$ cat src/rtl/pin_mux_regs.svh
`ifndef PIN_MUX_REGS_SVH
`define PIN_MUX_REGS_SVH

// ----------------------------------------
// Register word offsets
// ----------------------------------------
`define PUD_OFFSET 8'h08
`define CKO_OFFSET 8'h0A
`define GPS_OFFSET 8'h0B

// ----------------------------------------
// Writable bits and reset values
// ----------------------------------------
`define PUD_WMASK 16'h7FA8
`define PUD_RESET 16'h0000
`define CKO_WMASK 16'h03FF
`define CKO_RESET 16'h0020
`define GPS_WMASK 16'h000F
`define GPS_RESET 16'h0000

// ----------------------------------------
// Field positions
// ----------------------------------------
`define CKO_ALT_LSB 6
`define CKO_TRI_BIT 5
`define CKO_SRC_MSB 4

// ----------------------------------------
// Clock source codes
// ----------------------------------------
`define SRC_SYSTEM 5'h00
`define SRC_OSC 5'h07
`define SRC_SYNTH 5'h08
`define SRC_PRESCALE 5'h0B
`define SRC_SYSTEM2 5'h0D
`define SRC_CONV_A 5'h10
`define SRC_CONV_B 5'h11
`define SRC_COUNT 18

`endif

$ cat src/rtl/pin_mux_pkg.sv
package pin_mux_pkg;

  typedef struct packed {
    logic pwm_a_fault_hi_pullup_off;
    logic can_rx;
    logic ext_mem_strap;
    logic reset_pin;
    logic irq_pins;
    logic boot_strap_pullup_off;
    logic pwm_b_fault_pullup_off;
    logic pwm_a_fault_lo_pullup_off;
    logic strobes;
    logic jtag;
  } pullup_off_s;

  typedef struct packed {
    logic [3:0] port_b_periph_enable;
    logic [3:0] gpio_dir;
    logic [3:0] gpio_out;
    logic [3:0] addr_hi;
  } port_b_ctl_s;

  typedef struct packed {
    logic [3:0] port_c_periph_enable;
    logic [3:0] port_c_direction;
    logic [3:0] gpio_out;
    logic [3:0] timer_output_enable;
    logic [3:0] timer_out;
    logic [3:0] spi_oe;
    logic [3:0] spi_out;
  } port_c_ctl_s;

  typedef struct packed {
    logic [3:0] gpio_in;
    logic [3:0] decoder_in;
    logic [3:0] timer_in;
    logic [3:0] spi_in;
  } port_c_in_s;

endpackage

$ cat src/rtl/pin_pullup_clockout_mux.sv
// Operation
// Pull-up disable register, one bit per group.
// Bits 14, 7, 8 drive fault pull-ups.
// Bits 13..9 drive CAN, strap, reset, IRQ, boot.
// Bit 5 strobes, bit 3 JTAG pull-ups.
// Reserved pull-up bits read zero, ignore writes.
// Port B GPIO when enable low; alt bits otherwise.
// Bit 9 picks address or oscillator, pin 7.
// Bit 8 picks address or second clock, pin 6.
// Bit 7 picks address or system clock, pin 5.
// Bit 6 picks address or prescaler, pin 4.
// Bit 5 tristates clock-out pin, resets one.
// Five-bit field selects clock-out source.
// Other codes route factory-test internal clocks.
// Software keeps clock-out on system clock.
// Port C GPIO when enable low, direction bit.
// Port C resets to decoder/timer function.
// Select bit routes decoder/timer or SPI.
// Timer output enable sets decoder/timer direction.
// SPI unit sets direction in SPI routing.
// Each port C pin controlled independently.
// Select bits map SPI signals to pins.
`timescale 1ns/1ps
`default_nettype none
`include "pin_mux_regs.svh"

module pin_pullup_clockout_mux (
  // Clock and reset
  input wire logic SYSTEM_CLOCK,
  input wire logic RST,
  // Register port
  input wire logic [7:0] ADDR,
  input wire logic [15:0] WR_DATA,
  input wire logic WR_EN,
  input wire logic RD_EN,
  output logic [15:0] RD_DATA,
  // Internal clocks, indexed by source code
  input wire logic [`SRC_COUNT-1:0] CLK_SRC,
  // Pull-up controls to the pads
  output pin_mux_pkg::pullup_off_s PULLUP_OFF,
  // Clock-out pin
  output logic CLOCK_OUT_PIN_O,
  output logic CLOCK_OUT_PIN_OE,
  // Port B pins 7..4
  input wire pin_mux_pkg::port_b_ctl_s PORT_B_CTL,
  output logic [3:0] PORT_B_O,
  output logic [3:0] PORT_B_OE,
  // Port C pins 3..0
  input wire pin_mux_pkg::port_c_ctl_s PORT_C_CTL,
  input wire logic [3:0] PAD_C_I,
  output logic [3:0] PAD_C_O,
  output logic [3:0] PAD_C_OE,
  output pin_mux_pkg::port_c_in_s PORT_C_IN
);

  // ----------------------------------------
  // State
  // ----------------------------------------
  typedef struct packed {
    logic [15:0] pullup_disable;
    logic [15:0] clock_out_select;
    logic [15:0] port_c_function_select;
    logic [15:0] rd_data;
    logic [`SRC_COUNT-1:0] clk_meta;
    logic [`SRC_COUNT-1:0] clk_sync;
    logic [3:0] pad_meta;
    logic [3:0] pad_sync;
    pin_mux_pkg::pullup_off_s pullup_off;
    logic clk_pin_o;
    logic clk_pin_oe;
    logic [3:0] port_b_o;
    logic [3:0] port_b_oe;
    logic [3:0] pad_c_o;
    logic [3:0] pad_c_oe;
    pin_mux_pkg::port_c_in_s port_c_in;
  } state_s;

  state_s q;
  state_s d;

  // ----------------------------------------
  // Helpers
  // ----------------------------------------
  // Codes above the table give a quiet low level
  function automatic logic pick_clock(
    input logic [4:0] code,
    input logic [`SRC_COUNT-1:0] srcs
  );
    logic result;
    result = 1'b0;
    if (code < 5'(`SRC_COUNT)) begin
      result = srcs[code];
    end
    return result;
  endfunction

  function automatic logic [4:0] port_b_alt_code(input int idx);
    logic [4:0] code;
    case (idx)
      3: code = `SRC_OSC;
      2: code = `SRC_SYSTEM2;
      1: code = `SRC_SYSTEM;
      default: code = `SRC_PRESCALE;
    endcase
    return code;
  endfunction

  // ----------------------------------------
  // Next state
  // ----------------------------------------
  always_comb begin
    d = q;

    // Clocks and pad levels are foreign to this domain
    d.clk_meta = CLK_SRC;
    d.clk_sync = q.clk_meta;
    d.pad_meta = PAD_C_I;
    d.pad_sync = q.pad_meta;

    // Register writes
    if (WR_EN) begin
      case (ADDR)
        `PUD_OFFSET: begin
          d.pullup_disable = WR_DATA & `PUD_WMASK;
        end
        `CKO_OFFSET: begin
          d.clock_out_select = WR_DATA & `CKO_WMASK;
        end
        `GPS_OFFSET: begin
          d.port_c_function_select = WR_DATA & `GPS_WMASK;
        end
        default: begin
          d.pullup_disable = q.pullup_disable;
        end
      endcase
    end

    // Read data stands only in the cycle after the strobe
    d.rd_data = 16'h0000;
    if (RD_EN) begin
      case (ADDR)
        `PUD_OFFSET: begin
          d.rd_data = q.pullup_disable & `PUD_WMASK;
        end
        `CKO_OFFSET: begin
          d.rd_data = q.clock_out_select & `CKO_WMASK;
        end
        `GPS_OFFSET: begin
          d.rd_data = q.port_c_function_select & `GPS_WMASK;
        end
        default: begin
          d.rd_data = 16'h0000;
        end
      endcase
    end

    // Pull-up controls
    d.pullup_off.pwm_a_fault_hi_pullup_off = q.pullup_disable[14];
    d.pullup_off.pwm_b_fault_pullup_off = q.pullup_disable[8];
    d.pullup_off.pwm_a_fault_lo_pullup_off = q.pullup_disable[7];
    d.pullup_off.can_rx = q.pullup_disable[13];
    d.pullup_off.ext_mem_strap = q.pullup_disable[12];
    d.pullup_off.reset_pin = q.pullup_disable[11];
    d.pullup_off.irq_pins = q.pullup_disable[10];
    d.pullup_off.boot_strap_pullup_off = q.pullup_disable[9];
    d.pullup_off.strobes = q.pullup_disable[5];
    d.pullup_off.jtag = q.pullup_disable[3];

    // Clock-out pin; test codes pass through like any other
    d.clk_pin_oe = ~q.clock_out_select[`CKO_TRI_BIT];
    d.clk_pin_o = 1'b0;
    if (!q.clock_out_select[`CKO_TRI_BIT]) begin
      d.clk_pin_o = pick_clock(q.clock_out_select[`CKO_SRC_MSB:0], q.clk_sync);
    end

    // Port B pins 7..4, index 3 is pin 7
    for (int i = 0; i < 4; i++) begin
      if (PORT_B_CTL.port_b_periph_enable[i]) begin
        d.port_b_oe[i] = 1'b1;
        if (q.clock_out_select[`CKO_ALT_LSB + i]) begin
          d.port_b_o[i] = pick_clock(port_b_alt_code(i), q.clk_sync);
        end else begin
          d.port_b_o[i] = PORT_B_CTL.addr_hi[i];
        end
      end else begin
        d.port_b_oe[i] = PORT_B_CTL.gpio_dir[i];
        d.port_b_o[i] = PORT_B_CTL.gpio_out[i];
      end
    end

    // Port C pins, each with its own controls
    for (int i = 0; i < 4; i++) begin
      d.port_c_in.gpio_in[i] = q.pad_sync[i];
      d.port_c_in.decoder_in[i] = 1'b0;
      d.port_c_in.timer_in[i] = 1'b0;
      d.port_c_in.spi_in[i] = 1'b0;
      if (!PORT_C_CTL.port_c_periph_enable[i]) begin
        d.pad_c_oe[i] = PORT_C_CTL.port_c_direction[i];
        d.pad_c_o[i] = PORT_C_CTL.gpio_out[i];
      end else if (!q.port_c_function_select[i]) begin
        // Decoder keeps watching the pin even while the timer drives it
        d.pad_c_oe[i] = PORT_C_CTL.timer_output_enable[i];
        d.pad_c_o[i] = PORT_C_CTL.timer_out[i];
        d.port_c_in.decoder_in[i] = q.pad_sync[i];
        d.port_c_in.timer_in[i] = q.pad_sync[i] & ~PORT_C_CTL.timer_output_enable[i];
      end else begin
        d.pad_c_oe[i] = PORT_C_CTL.spi_oe[i];
        d.pad_c_o[i] = PORT_C_CTL.spi_out[i];
        d.port_c_in.spi_in[i] = q.pad_sync[i];
      end
    end
  end

  // ----------------------------------------
  // Registers
  // ----------------------------------------
  always_ff @(posedge SYSTEM_CLOCK or posedge RST) begin
    if (RST) begin
      q.pullup_disable <= `PUD_RESET;
      q.clock_out_select <= `CKO_RESET;
      q.port_c_function_select <= `GPS_RESET;
      q.rd_data <= 16'h0000;
      q.clk_meta <= '0;
      q.clk_sync <= '0;
      q.pad_meta <= 4'h0;
      q.pad_sync <= 4'h0;
      q.pullup_off <= '0;
      q.clk_pin_o <= 1'b0;
      q.clk_pin_oe <= 1'b0;
      q.port_b_o <= 4'h0;
      q.port_b_oe <= 4'h0;
      q.pad_c_o <= 4'h0;
      q.pad_c_oe <= 4'h0;
      q.port_c_in <= '0;
    end else begin
      q <= d;
    end
  end

  // ----------------------------------------
  // Outputs
  // ----------------------------------------
  assign RD_DATA = q.rd_data;
  assign PULLUP_OFF = q.pullup_off;
  assign CLOCK_OUT_PIN_O = q.clk_pin_o;
  assign CLOCK_OUT_PIN_OE = q.clk_pin_oe;
  assign PORT_B_O = q.port_b_o;
  assign PORT_B_OE = q.port_b_oe;
  assign PAD_C_O = q.pad_c_o;
  assign PAD_C_OE = q.pad_c_oe;
  assign PORT_C_IN = q.port_c_in;

endmodule

`default_nettype wire

$ cat config.mk
export PLATFORM = sky130hd
export DESIGN_NAME = pin_pullup_clockout_mux
export DESIGN_NICKNAME = d
export VERILOG_FILES = /design/src/rtl/pin_mux_pkg.sv /design/src/rtl/pin_pullup_clockout_mux.sv
export VERILOG_INCLUDE_DIRS = /design/src /design/src/rtl
export SDC_FILE = /design/constraint.sdc
export NUM_CORES = 1
export LEC_CHECK = 0
export ABC_AREA = 1
export BUFFER_PORTS_ARGS = -buffer_cell sky130_fd_sc_hd__buf_2
export CORE_ASPECT_RATIO = 1.4
export CORE_MARGIN = 2
export CORE_UTILIZATION = 41
export CTS_CLUSTER_DIAMETER = 40
export DETAILED_ROUTE_END_ITERATION = 8
export GPL_ROUTABILITY_DRIVEN = 0
export PLACE_DENSITY = 0.75
export SYNTH_ARGS = -nofsm -noshare
export SYNTH_HDL_FRONTEND = slang
export SYNTH_SLANG_ARGS = --single-unit
export TNS_END_PERCENT = 1
$ cat constraint.sdc
create_clock -name SYSTEM_CLOCK -period 8.5 [get_ports SYSTEM_CLOCK]
set_input_delay 0.425 -clock SYSTEM_CLOCK [delete_from_list [all_inputs] [get_ports SYSTEM_CLOCK]]
set_output_delay 0.425 -clock SYSTEM_CLOCK [all_outputs]
set_load 0.1 [all_outputs]
* Word level (Yosys, flattened, before mapping)
Cells that the tools add are included.
Storage, ports and cells: bits in registers 128, input port bits 94
Cells by class: magnitude comparators 10, equal/unequal tests 3, mux-type cells 78, bitwise gates (word level) 9, reductions and logical operators 3
Operator list (count):
- 1-bit two-way mux | 63
- 15-bit one-hot mux with 3 select lines | 1
- 5-bit two-way mux | 8
- 5-bit by 6-bit less-than comparator with 1-bit output, second input constant | 5
- 1-bit binary-select mux with 5-bit select | 5
- 5-bit less-than comparator, second input constant | 5
- 8-bit by 4-bit == test with 1-bit output, second input constant | 3
- 15-bit two-way mux | 1
- 2-bit AND reduction | 3
- 1-bit inverter | 5
- 1-bit AND | 4

* Longest topological paths before layout
Gate-level depths: netlist of run 1.
depth in word-level cells 7, mapped depth 11, gate-level depth less buffers 9

* Worst setup path before layout of run 1
Ideal clock, no wire load.
path kind input -> register, start point input ADDR[2], end point register q (netlist bit d[36]), library setup time 126 ps, arrival 1185 ps, data required time 8374 ps, setup slack 7189 ps, stages 7, cells stage by stage inv_1 > nand2_2 > nor3_4 > nand2_4 > nor2_8 > buf_8 > o21ai_0
Between the ends: cells in the longest elaborated chain, start to end 2
RTL lines:
- start: declaration | line pin_pullup_clockout_mux.sv:32 | input wire logic [7:0] ADDR,
- 8-bit by 4-bit == test with 1-bit output | line pin_pullup_clockout_mux.sv:122 | case (ADDR)
- 2-bit AND reduction (no line)
- end: declaration | line pin_pullup_clockout_mux.sv:78 | state_s q;
Every way passes these cells. A chain may end at the register's enable or synchronous reset.

* Worst setup path after layout of run 1
start point register q (netlist bit PORT_C_IN[3]), end point output PORT_C_IN[3] in the netlist's numbering
RTL lines:
- end: declaration | line pin_pullup_clockout_mux.sv:53 | output pin_mux_pkg::port_c_in_s PORT_C_IN
No word-level cell between the ends.

==> out/qor_table.md, run 1 <==
| Step | Parameter | Reported |
|---|---|---|
| sta | Setup skew after layout | 0.00555 ns |
| worst setup path | Critical Path Source Type | flip-flop |
| sta | Max Freq | 630 MHz |
| synthesis | Synthesis-stage register bit count | 127 |
| worst setup path | CP Max Fanout | 1 |
| power and ir drop | Total power density per cell area | 260 nW/um^2 |
| global route | Number of antenna violations at the first check in global routing | 0 |
| final layout | Share of cells above drive strength 1 | 37.0% |
| drt | Number of vias per cell | 4.44 |
| run status | Result of the run | finished, final reports clean |
| drt | Residual DRC | 0 |
| placed design | Port Buffers | 151 |
| final layout | Final-stage net count | 643 |
| sta | Actual transition at the worst max-transition pin | 1.04 ns |
| sta | Worst slew margin relative to its limit | 30.9% |
| drt | Number of search-and-repair iterations in the first detailed-routing pass | 4 |
| synthesis | Count of flip-flops with a built-in enable after synthesis | 0 |
| synthesis | Library cell with the largest summed area after synthesis | dfrtp_1 |
| worst setup path | Nature of the critical path endpoint | primary output |
| drt | Drt total wl | 9.21 mm |
| hold path | Hold Crit Class | in -> async |
| clocking | Total clock sinks | 127 |
| synthesis | Primary flip-flop cell chosen by synthesis mapping | dfrtp_1 |
| clocking | TritonCTS clock tree | done |
| worst setup path | Worst-path cell chain | buf_2 |
| die | FP Rows | 47 |
| clocking | Count of cells resized by post-cts repair | 0 |
| sta | Part of the cycle the worst path needs | 18.7% |
| sta | Hold Vio Cnt, Final | 0 |
| worst setup path | Slowest library cell on the worst path | buf_2 |
| sta | Final Setup Violations | 0 |
| sta | Setup tns final | 0 ns |
| drt | Post-route antenna net violation count | 0 |
| global route | Maximum number of pins on one net before global-route repair | 88 |
| clocking | Number of H-tree levels | 4 |
| clocking | # Post-CTS Setup Buffers | 0 |
| sta | Count of pins over their slew limit | 0 |
| drt | Overall via count from detail_route | 3138 |
| clocking | Worst-path clk slew | 0.05 ns |
| die | Die X | 96.0 um |
| synthesis | Most instantiated library cell after synthesis | dfrtp_1 |
| worst setup path | Buffering stage count on the worst path with inverters included | 1 |
| worst setup path | Worst path top cell family by delay | buffers and inverters |
| synthesis | Mean post-synth cell area | 11.0 sq um |
| global route | Overflow left after global routing | 0 |
| synthesis | Share of synthesized registers carrying an async set or reset | 100% |
| placed design | Count of placed standard cells including taps | 677 |
| drt | Number of violations reported at the end of detailed-routing iteration 0 | 94 |
| worst setup path | Critical path type | reg -> out |
| power and ir drop | Worst voltage drop across the vdd grid | 0.134 mV |
| global route | Number of global-route vias before repair | 3285 |
| synthesis | Top cells by area, synth | dfrtp_1, buf_4, nand2_1, nand3_1, inv_1 |
| synthesis | Syn nets | 535 |
| clocking | Cell chosen for the clock root | clkbuf_16 |
| worst setup path | Worst Path Arrival | 1.16 ns |
| synthesis | Count of unique library cells instantiated by Yosys | 27 |
| final layout | Final Instance Count excl. Fillers | 707 |
| synthesis | Count of mapped cells out of synthesis | 441 |
| clocking | Number of buffers created by CTS | 17 |
| job | Max-cap check violation count | 0 |
| sta | Final critical path time including I/O delays and setup | 1.59 ns |
| placed design | Post-placement cell area | 5320 sq um |
| die | Floorplan core area | 11700 sq um |
| die | DIE HEIGHT | 133 um |
| placed design | Estimated wirelength of the detail-placed design | 6.81 mm |
| final layout | # diodes | 0 |
| clocking | Clock Tree Buf Depth | 2 |
| die | Die footprint | 12800 sq um |
| drt | Wire length per cell | 13.0 um |
| clocking | Hold-fix buffers at CTS | 0 |
| global route | Global-route usage over all layers | 15.3% |
| synthesis | Proportion of netlist area held by the largest area contributor | 64.9% |
| synthesis | Post-synth top cells | dfrtp_1, nand2_1, buf_4, inv_1, nand3_1 |
| clocking | Worst-Skew Late Latency | 0.40 ns |
| worst setup path | Required time of the critical path | 8.08 ns |
| final layout | Final-layout fill cell count | 1058 |
| worst setup path | Critical Path Max Stage Delay | 0.43 ns |
| sta | Setup repair after global routing missed its margin | false |
| die | Initial core utilization | 41.5% |
| final layout | Signed area change from the synthesized netlist to the final layout | 21.3% |
| synthesis | Cell area after synthesis | 4860 sq um |
| final layout | Final Instance Area | 5900 sq um |
| synthesis | Share of synthesized area occupied by flip-flops and latches | 65.4% |
| global route | First-pass GRT wire length | 14.6 mm |
| die | I/O pin total | 154 |
| power and ir drop | Leakage Power | 3.12 nW |
| synthesis | Number of synthesis warnings | 0 |
-- flip-flops by register name, indices dropped and copies added (netlist names) --
signal and flops:
PAD_C_OE 4, RD_DATA 15, d 36, PULLUP_OFF 10, PORT_B_O 4, q 32, CLOCK_OUT_PIN_OE 1, PORT_C_IN 16
CLOCK_OUT_PIN_O 1, PORT_B_OE 4, PAD_C_O 4
-- layout by cell type (no fill, tap or decap), types with 2 or more instances in the layout --
cell / count
buf_2: 151
dfrtp_1: 126
nand2_1: 82
inv_1: 45
nand3_1: 42
clkbuf_16: 17
o21ai_0: 15
nor2_1: 14
o21ai_2: 10
nor3_1: 8
a21oi_1: 6
nor4_1: 4
a31oi_1: 4
or2_2: 4
clkinvlp_4: 4
o22ai_1: 3
bufinv_16: 3
clkinv_2: 3
nand2_2: 2
inv_2: 2
nor2_4: 2
clkbuf_1: 2
-- path summary, 6_finish.rpt --
kind	startpoint	to	slack, ns	cells past startpoint
max	PORT_C_IN[3]$_DFF_PP0_	PORT_C_IN[3]	6.91	1
min	RST	PAD_C_OE[1]$_DFF_PP0_	0.06	2
max reg2reg	q[120]$_DFFE_PP0P_	CLOCK_OUT_PIN_O$_DFF_PP0_	7.01	7
min reg2reg	d[46]$_DFF_PP0_	d[14]$_DFF_PP0_	0.34	0
max in group asynchronous	RST	RD_DATA[4]$_DFF_PP0_	7.02	3
min in group SYSTEM_CLOCK	CLK_SRC[9]	d[61]$_DFF_PP0_	0.13	1
-- cell families after synthesis --
family | count (synthesis) | synth area share [%]
AO/OA/AOI/OAI | 40 | 5.20
buffers and inverters | 111 | 13.8
flip-flops | 127 | 65.4
other | 1 | 0.0771
AND/OR/NAND/NOR | 162 | 15.5
-- power by group --
part	total, mW	switching [mW]	internal [mW]
logic	0.181	0.143	0.0384
clock network	0.702	0.246	0.456
registers	0.651	0.0143	0.637
total	1.53	0.403	1.13
-- layer usage --
layer  GRT usage [%]  vias to the layer above  wire [um]
met2            27.6                       90       5150
met4            7.30                        0        218
met1            15.5                     1476       3360
li1                -                     1554          -
met3            4.61                       18        478
met5               0                        -          0
-- stage by stage --
step	worst slack (ns)	hold WS [ns]	power [mW]	util (%)
global route	6.71	0.0948	1.59	50.4
global placement	6.54	0.333	0.841	45.5
CTS	6.90	0.0666	1.55	50.4
floorplan	4.69	0.331	0.812	-
finish	6.91	0.0583	1.53	50.4
detailed placement	6.48	0.335	0.845	45.5
-- final cells by class --
type | count | area [sq um] | area share [%]
clock buffers | 19 | 433 | 7.34
clock inverters | 11 | 144 | 2.44
inverters | 48 | 183 | 3.10
multi-input cells | 203 | 1010 | 17.1
flip-flops and latches | 127 | 3180 | 53.9
well taps | 147 | 184 | 3.12
repair buffers | 152 | 763 | 12.9
(Power assumes the default switching activity.)
==> run 2: changes to the inputs <==
Settings changed: ABC_AREA 1 to 0, PLACE_DENSITY 0.75 to 0.76.
Clock period 8.5 ns to 1.5 ns, I/O delays scaled along.
==> run 2 against run 1 <==
  * The run now ends with setup timing left
  * Routed wire length increased by 5.1%
  * Critical path depth up 3
  * Worst setup slack worse by 7.0 ns
  * Non-clock buffer count up 91
  * Critical endpoint is now CLOCK_OUT_PIN_O$_DFF_PP0_
==> out/qor_table.md, run 2 <==
| Step | Parameter | Reported |
|---|---|---|
| die | I/O pin total | 154 |
| placed design | Estimated wirelength of the detail-placed design | 6.41 mm |
| synthesis | Count of flip-flops with a built-in enable after synthesis | 0 |
| final layout | Signed area change from the synthesized netlist to the final layout | 41.4% |
| synthesis | Mean post-synth cell area | 14.3 sq um |
| worst setup path | Slack of the worst reg-to-reg path | -0.1 ns |
| hold path | Hold-critical path endpoint | PAD_C_O[3]$_DFF_PP0_ |
| die | Die footprint | 12300 sq um |
| sta | Actual transition at the worst max-transition pin | 0.509 ns |
| final layout | Area of all sequential standard cells | 3190 sq um |
| sta | Setup repair after global routing missed its margin | true |
| drt | Residual DRC | 0 |
| synthesis | Xor and xnor area share after synthesis | 0% |
| die | Initial core utilization | 41.7% |
| final layout | Largest register FFs | 36 |
| sta | Setup tns final | -0.0957 ns |
| synthesis | Share of synthesized registers carrying an async set or reset | 100% |
| power and ir drop | Clock Power Share | 44.5% |
| final layout | Final Instance Area | 6630 sq um |
| worst setup path | Buffering stage count on the worst path with inverters included | 0 |
| worst setup path | Critical Path Max Stage Delay | 0.51 ns |
| worst setup path | Reg-to-Reg End | CLOCK_OUT_PIN_O$_DFF_PP0_ |
| clocking | Worst-Skew Late Latency | 0.39 ns |
| synthesis | Synthesis-stage register bit count | 127 |
| power and ir drop | Worst voltage drop across the vdd grid | 0.825 mV |
| power and ir drop | Total Power Consumption | 8.66 mW |
| power and ir drop | Proportion of total power due to net switching | 24.8% |
| synthesis | Synthesized-area fraction occupied by ao, oa, aoi and oai cells | 1.42% |
| sta | Hold Vio Cnt, Final | 0 |
| synthesis | Post-synth top cells | dfrtp_1, buf_4, nor2_1, mux2_2, mux2i_1 |
| synthesis | Cell area after synthesis | 4680 sq um |
| hold path | Number of cells on the worst hold path | 3 |
| placed design | Post-placement cell area | 5290 sq um |
| power and ir drop | Portion of total power attributed to combinational logic | 13.1% |
| run status | Violations in the final reports | setup timing |
| hold path | Hold Crit Class | in -> reg |
| final layout | Final-layout fill cell count | 903 |
| clocking | Total clock sinks | 127 |
| drt | Number of vias per cell | 4.46 |
| die | Die X | 94.3 um |
| sta | Setup skew after layout | 0.00691 ns |
| synthesis | Portion of netlist area occupied by mux cells | 12.6% |
| worst setup path | Worst Reg2Reg Path Length in Cells | 4 |
| global route | Number of global-route vias before repair | 3270 |
| placed design | Port Buffers | 151 |
| job | Max-cap check violation count | 0 |
| clocking | Number of buffers created by CTS | 17 |
| synthesis | Library cell with the largest summed area after synthesis | dfrtp_1 |
| worst setup path | Slowest library cell on the worst path | mux4_2 |
| power and ir drop | Leakage Power | 3.32 nW |
| worst setup path | Source of the worst register-to-register timing path | q[120]$_DFFE_PP0P_ |
| final layout | Fin util | 59.0% |
| global route | Number of antenna violations at the first check in global routing | 0 |
| synthesis | Syn nets | 421 |
| synthesis | Share of synthesized cell area in full adder, half adder and majority cells | 0% |
| clocking | # Post-CTS Setup Buffers | 0 |
| clocking | Number of H-tree levels | 4 |
| placed design | Worst setup slack before clock tree synthesis | -0.185 ns |
| synthesis | Count of unique library cells instantiated by Yosys | 29 |
| drt | Drt total wl | 9.68 mm |
| run status | Result of the run | complete, but fails checks |
| drt | Number of violations reported at the end of detailed-routing iteration 0 | 140 |
| hold path | Worst hold path startpoint | PORT_C_CTL[3] |
| worst setup path | Worst Path Arrival | 1.87 ns |
| synthesis | Primary flip-flop cell chosen by synthesis mapping | dfrtp_1 |
| sta | Final Setup Violations | 1 |
| global route | First-pass GRT wire length | 15.4 mm |
| drt | Wire length per cell | 14.3 um |
| drt | Overall via count from detail_route | 3017 |
| sta | Count of pins over their slew limit | 0 |
| synthesis | Share of synthesized area occupied by flip-flops and latches | 67.9% |
| worst setup path | CP Max Fanout | 5 |
| clocking | Cell chosen for the clock root | clkbuf_16 |
| worst setup path | Critical Path Source Type | flip-flop |
| worst setup path | Required time of the critical path | 1.77 ns |
| drt | Number of search-and-repair iterations in the first detailed-routing pass | 4 |
| global route | Overflow left after global routing | 0 |
| synthesis | Combinational family with the most area after synthesis | multiplexers |
| die | DIE HEIGHT | 130 um |
| die | FP Rows | 46 |
| clocking | Worst-path clk slew | 0.05 ns |
| final layout | Share of cells above drive strength 1 | 45.0% |
| synthesis | Most instantiated library cell after synthesis | dfrtp_1 |
| power and ir drop | Share of total power in sequential cells | 42.3% |
| final layout | Final-stage net count | 617 |
| clocking | TritonCTS clock tree | done |
| sta | Least setup slack across all paths after layout | -0.0957 ns |
| sta | Part of the cycle the worst path needs | 106% |
| synthesis | Number of synthesis warnings | 0 |
| die | Floorplan core area | 11200 sq um |
| global route | Global-route usage over all layers | 16.6% |
| final layout | # diodes | 0 |
| sta | Max Freq | 627 MHz |
| clocking | Clock Tree Buf Depth | 2 |
| final layout | Most common library cell in the layout ignoring fill and taps | buf_2 |
| synthesis | Top cells by area, synth | dfrtp_1, buf_4, mux2_2, mux2i_1, nor2_1 |
| final layout | Multi-input gate area in the final layout | 1030 sq um |
| sta | Worst slew margin relative to its limit | 66.1% |
| power and ir drop | Total power density per cell area | 1310 nW/um^2 |
| power and ir drop | Internal Dissipation | 6.50 mW |
| worst setup path | Worst path top cell family by delay | multiplexers |
| power and ir drop | Power spent charging and discharging nets | 2.15 mW |
| worst setup path | Nature of the critical path endpoint | flip-flop |
| drt | Post-route antenna net violation count | 0 |
| worst setup path | Critical path type | reg -> reg |
| worst setup path | Worst-path cell chain | mux4_2, mux2i_1, nor4_1, or3_1 |
| global route | Maximum number of pins on one net before global-route repair | 100 |
| sta | Final critical path time including I/O delays and setup | 1.60 ns |
| synthesis | Proportion of netlist area held by the largest area contributor | 67.3% |
| synthesis | Count of mapped cells out of synthesis | 327 |
| final layout | Most frequent cells in the layout | buf_2, dfrtp_1, dlygate4sd3_1 |
| synthesis | Area share of and/or/nand/nor cells after synthesis | 7.75% |
## run 2: per-stage QoR
step / cells / hold WS, ns
2_1_floorplan: 327 / 0.106
3_3_place_gp: 572 / 0.184
3_5_place_dp: 572 / 0.184
4_1_cts: 677 / 0.00179
5_1_grt: 677 / 0.0273
6_report: 677 / 0.0152
## run 2: worst register-to-register path: cells and delay by family, from the launching register on
kind	cells	cell delay, ns
DFF	1	0.42
and+or+nand+nor	2	0.40
muxes	2	0.65
## run 2: final cells by class
cell class	count	area share (%)
well taps	144	2.72
clock inverters	7	1.32
repair buffers	243	24.9
inverters	3	0.227
multi-input cells	131	15.6
flip-flops and latches	127	48.1
clock buffers	22	7.16
## run 2: power by group through the flow
stage	logic, mW	clock network, mW	registers (mW)
6_report	1.14	3.85	3.66
4_1_cts	1.13	3.94	3.66
3_5_place_dp	0.972	0	3.72
2_1_floorplan	0.760	0	3.73
5_1_grt	1.20	4.11	3.68
3_3_place_gp	0.957	0	3.72
## run 2: how the worst max path moves through the flow
stage	startpoint	endpoint	slack, ns	cells after the start
5_1_grt	q[120]$_DFFE_PP0P_	CLOCK_OUT_PIN_O$_DFF_PP0_	-0.16	4
3_3_place_gp	q[120]$_DFFE_PP0P_	CLOCK_OUT_PIN_O$_DFF_PP0_	-0.14	4
6_report	q[120]$_DFFE_PP0P_	CLOCK_OUT_PIN_O$_DFF_PP0_	-0.1	4
4_1_cts	q[120]$_DFFE_PP0P_	CLOCK_OUT_PIN_O$_DFF_PP0_	-0.11	4
2_1_floorplan	RST	CLOCK_OUT_PIN_O$_DFF_PP0_	-0.14	1
3_5_place_dp	q[120]$_DFFE_PP0P_	CLOCK_OUT_PIN_O$_DFF_PP0_	-0.19	4
## run 2: routing by layer
layer	up-vias	GRT usage, %	share of wire (%)
met5	-	0	0
met2	95	30.3	57
met3	22	4.13	4.3
li1	1426	-	-
met1	1474	17.4	36
met4	0	8.87	2.9
## run 2: cells by family (layout without fill, tap and decap cells)
| group | Yosys count | in the layout |
|---|---|---|
| buffers and inverters | 69 | 275 |
| AO/OA/AOI/OAI | 13 | 13 |
| flip-flops | 127 | 127 |
| other | 1 | 1 |
| AND/OR/NAND/NOR | 66 | 66 |
| multiplexers | 51 | 51 |
## run 2: repair_timing
action                                 4_1_cts  5_1_grt
endpoints found under the hold margin      201        0
resized for setup                            1        7
pin swaps                                    1        1
setup endpoints to repair                    1        8
hold buffers                                76        0
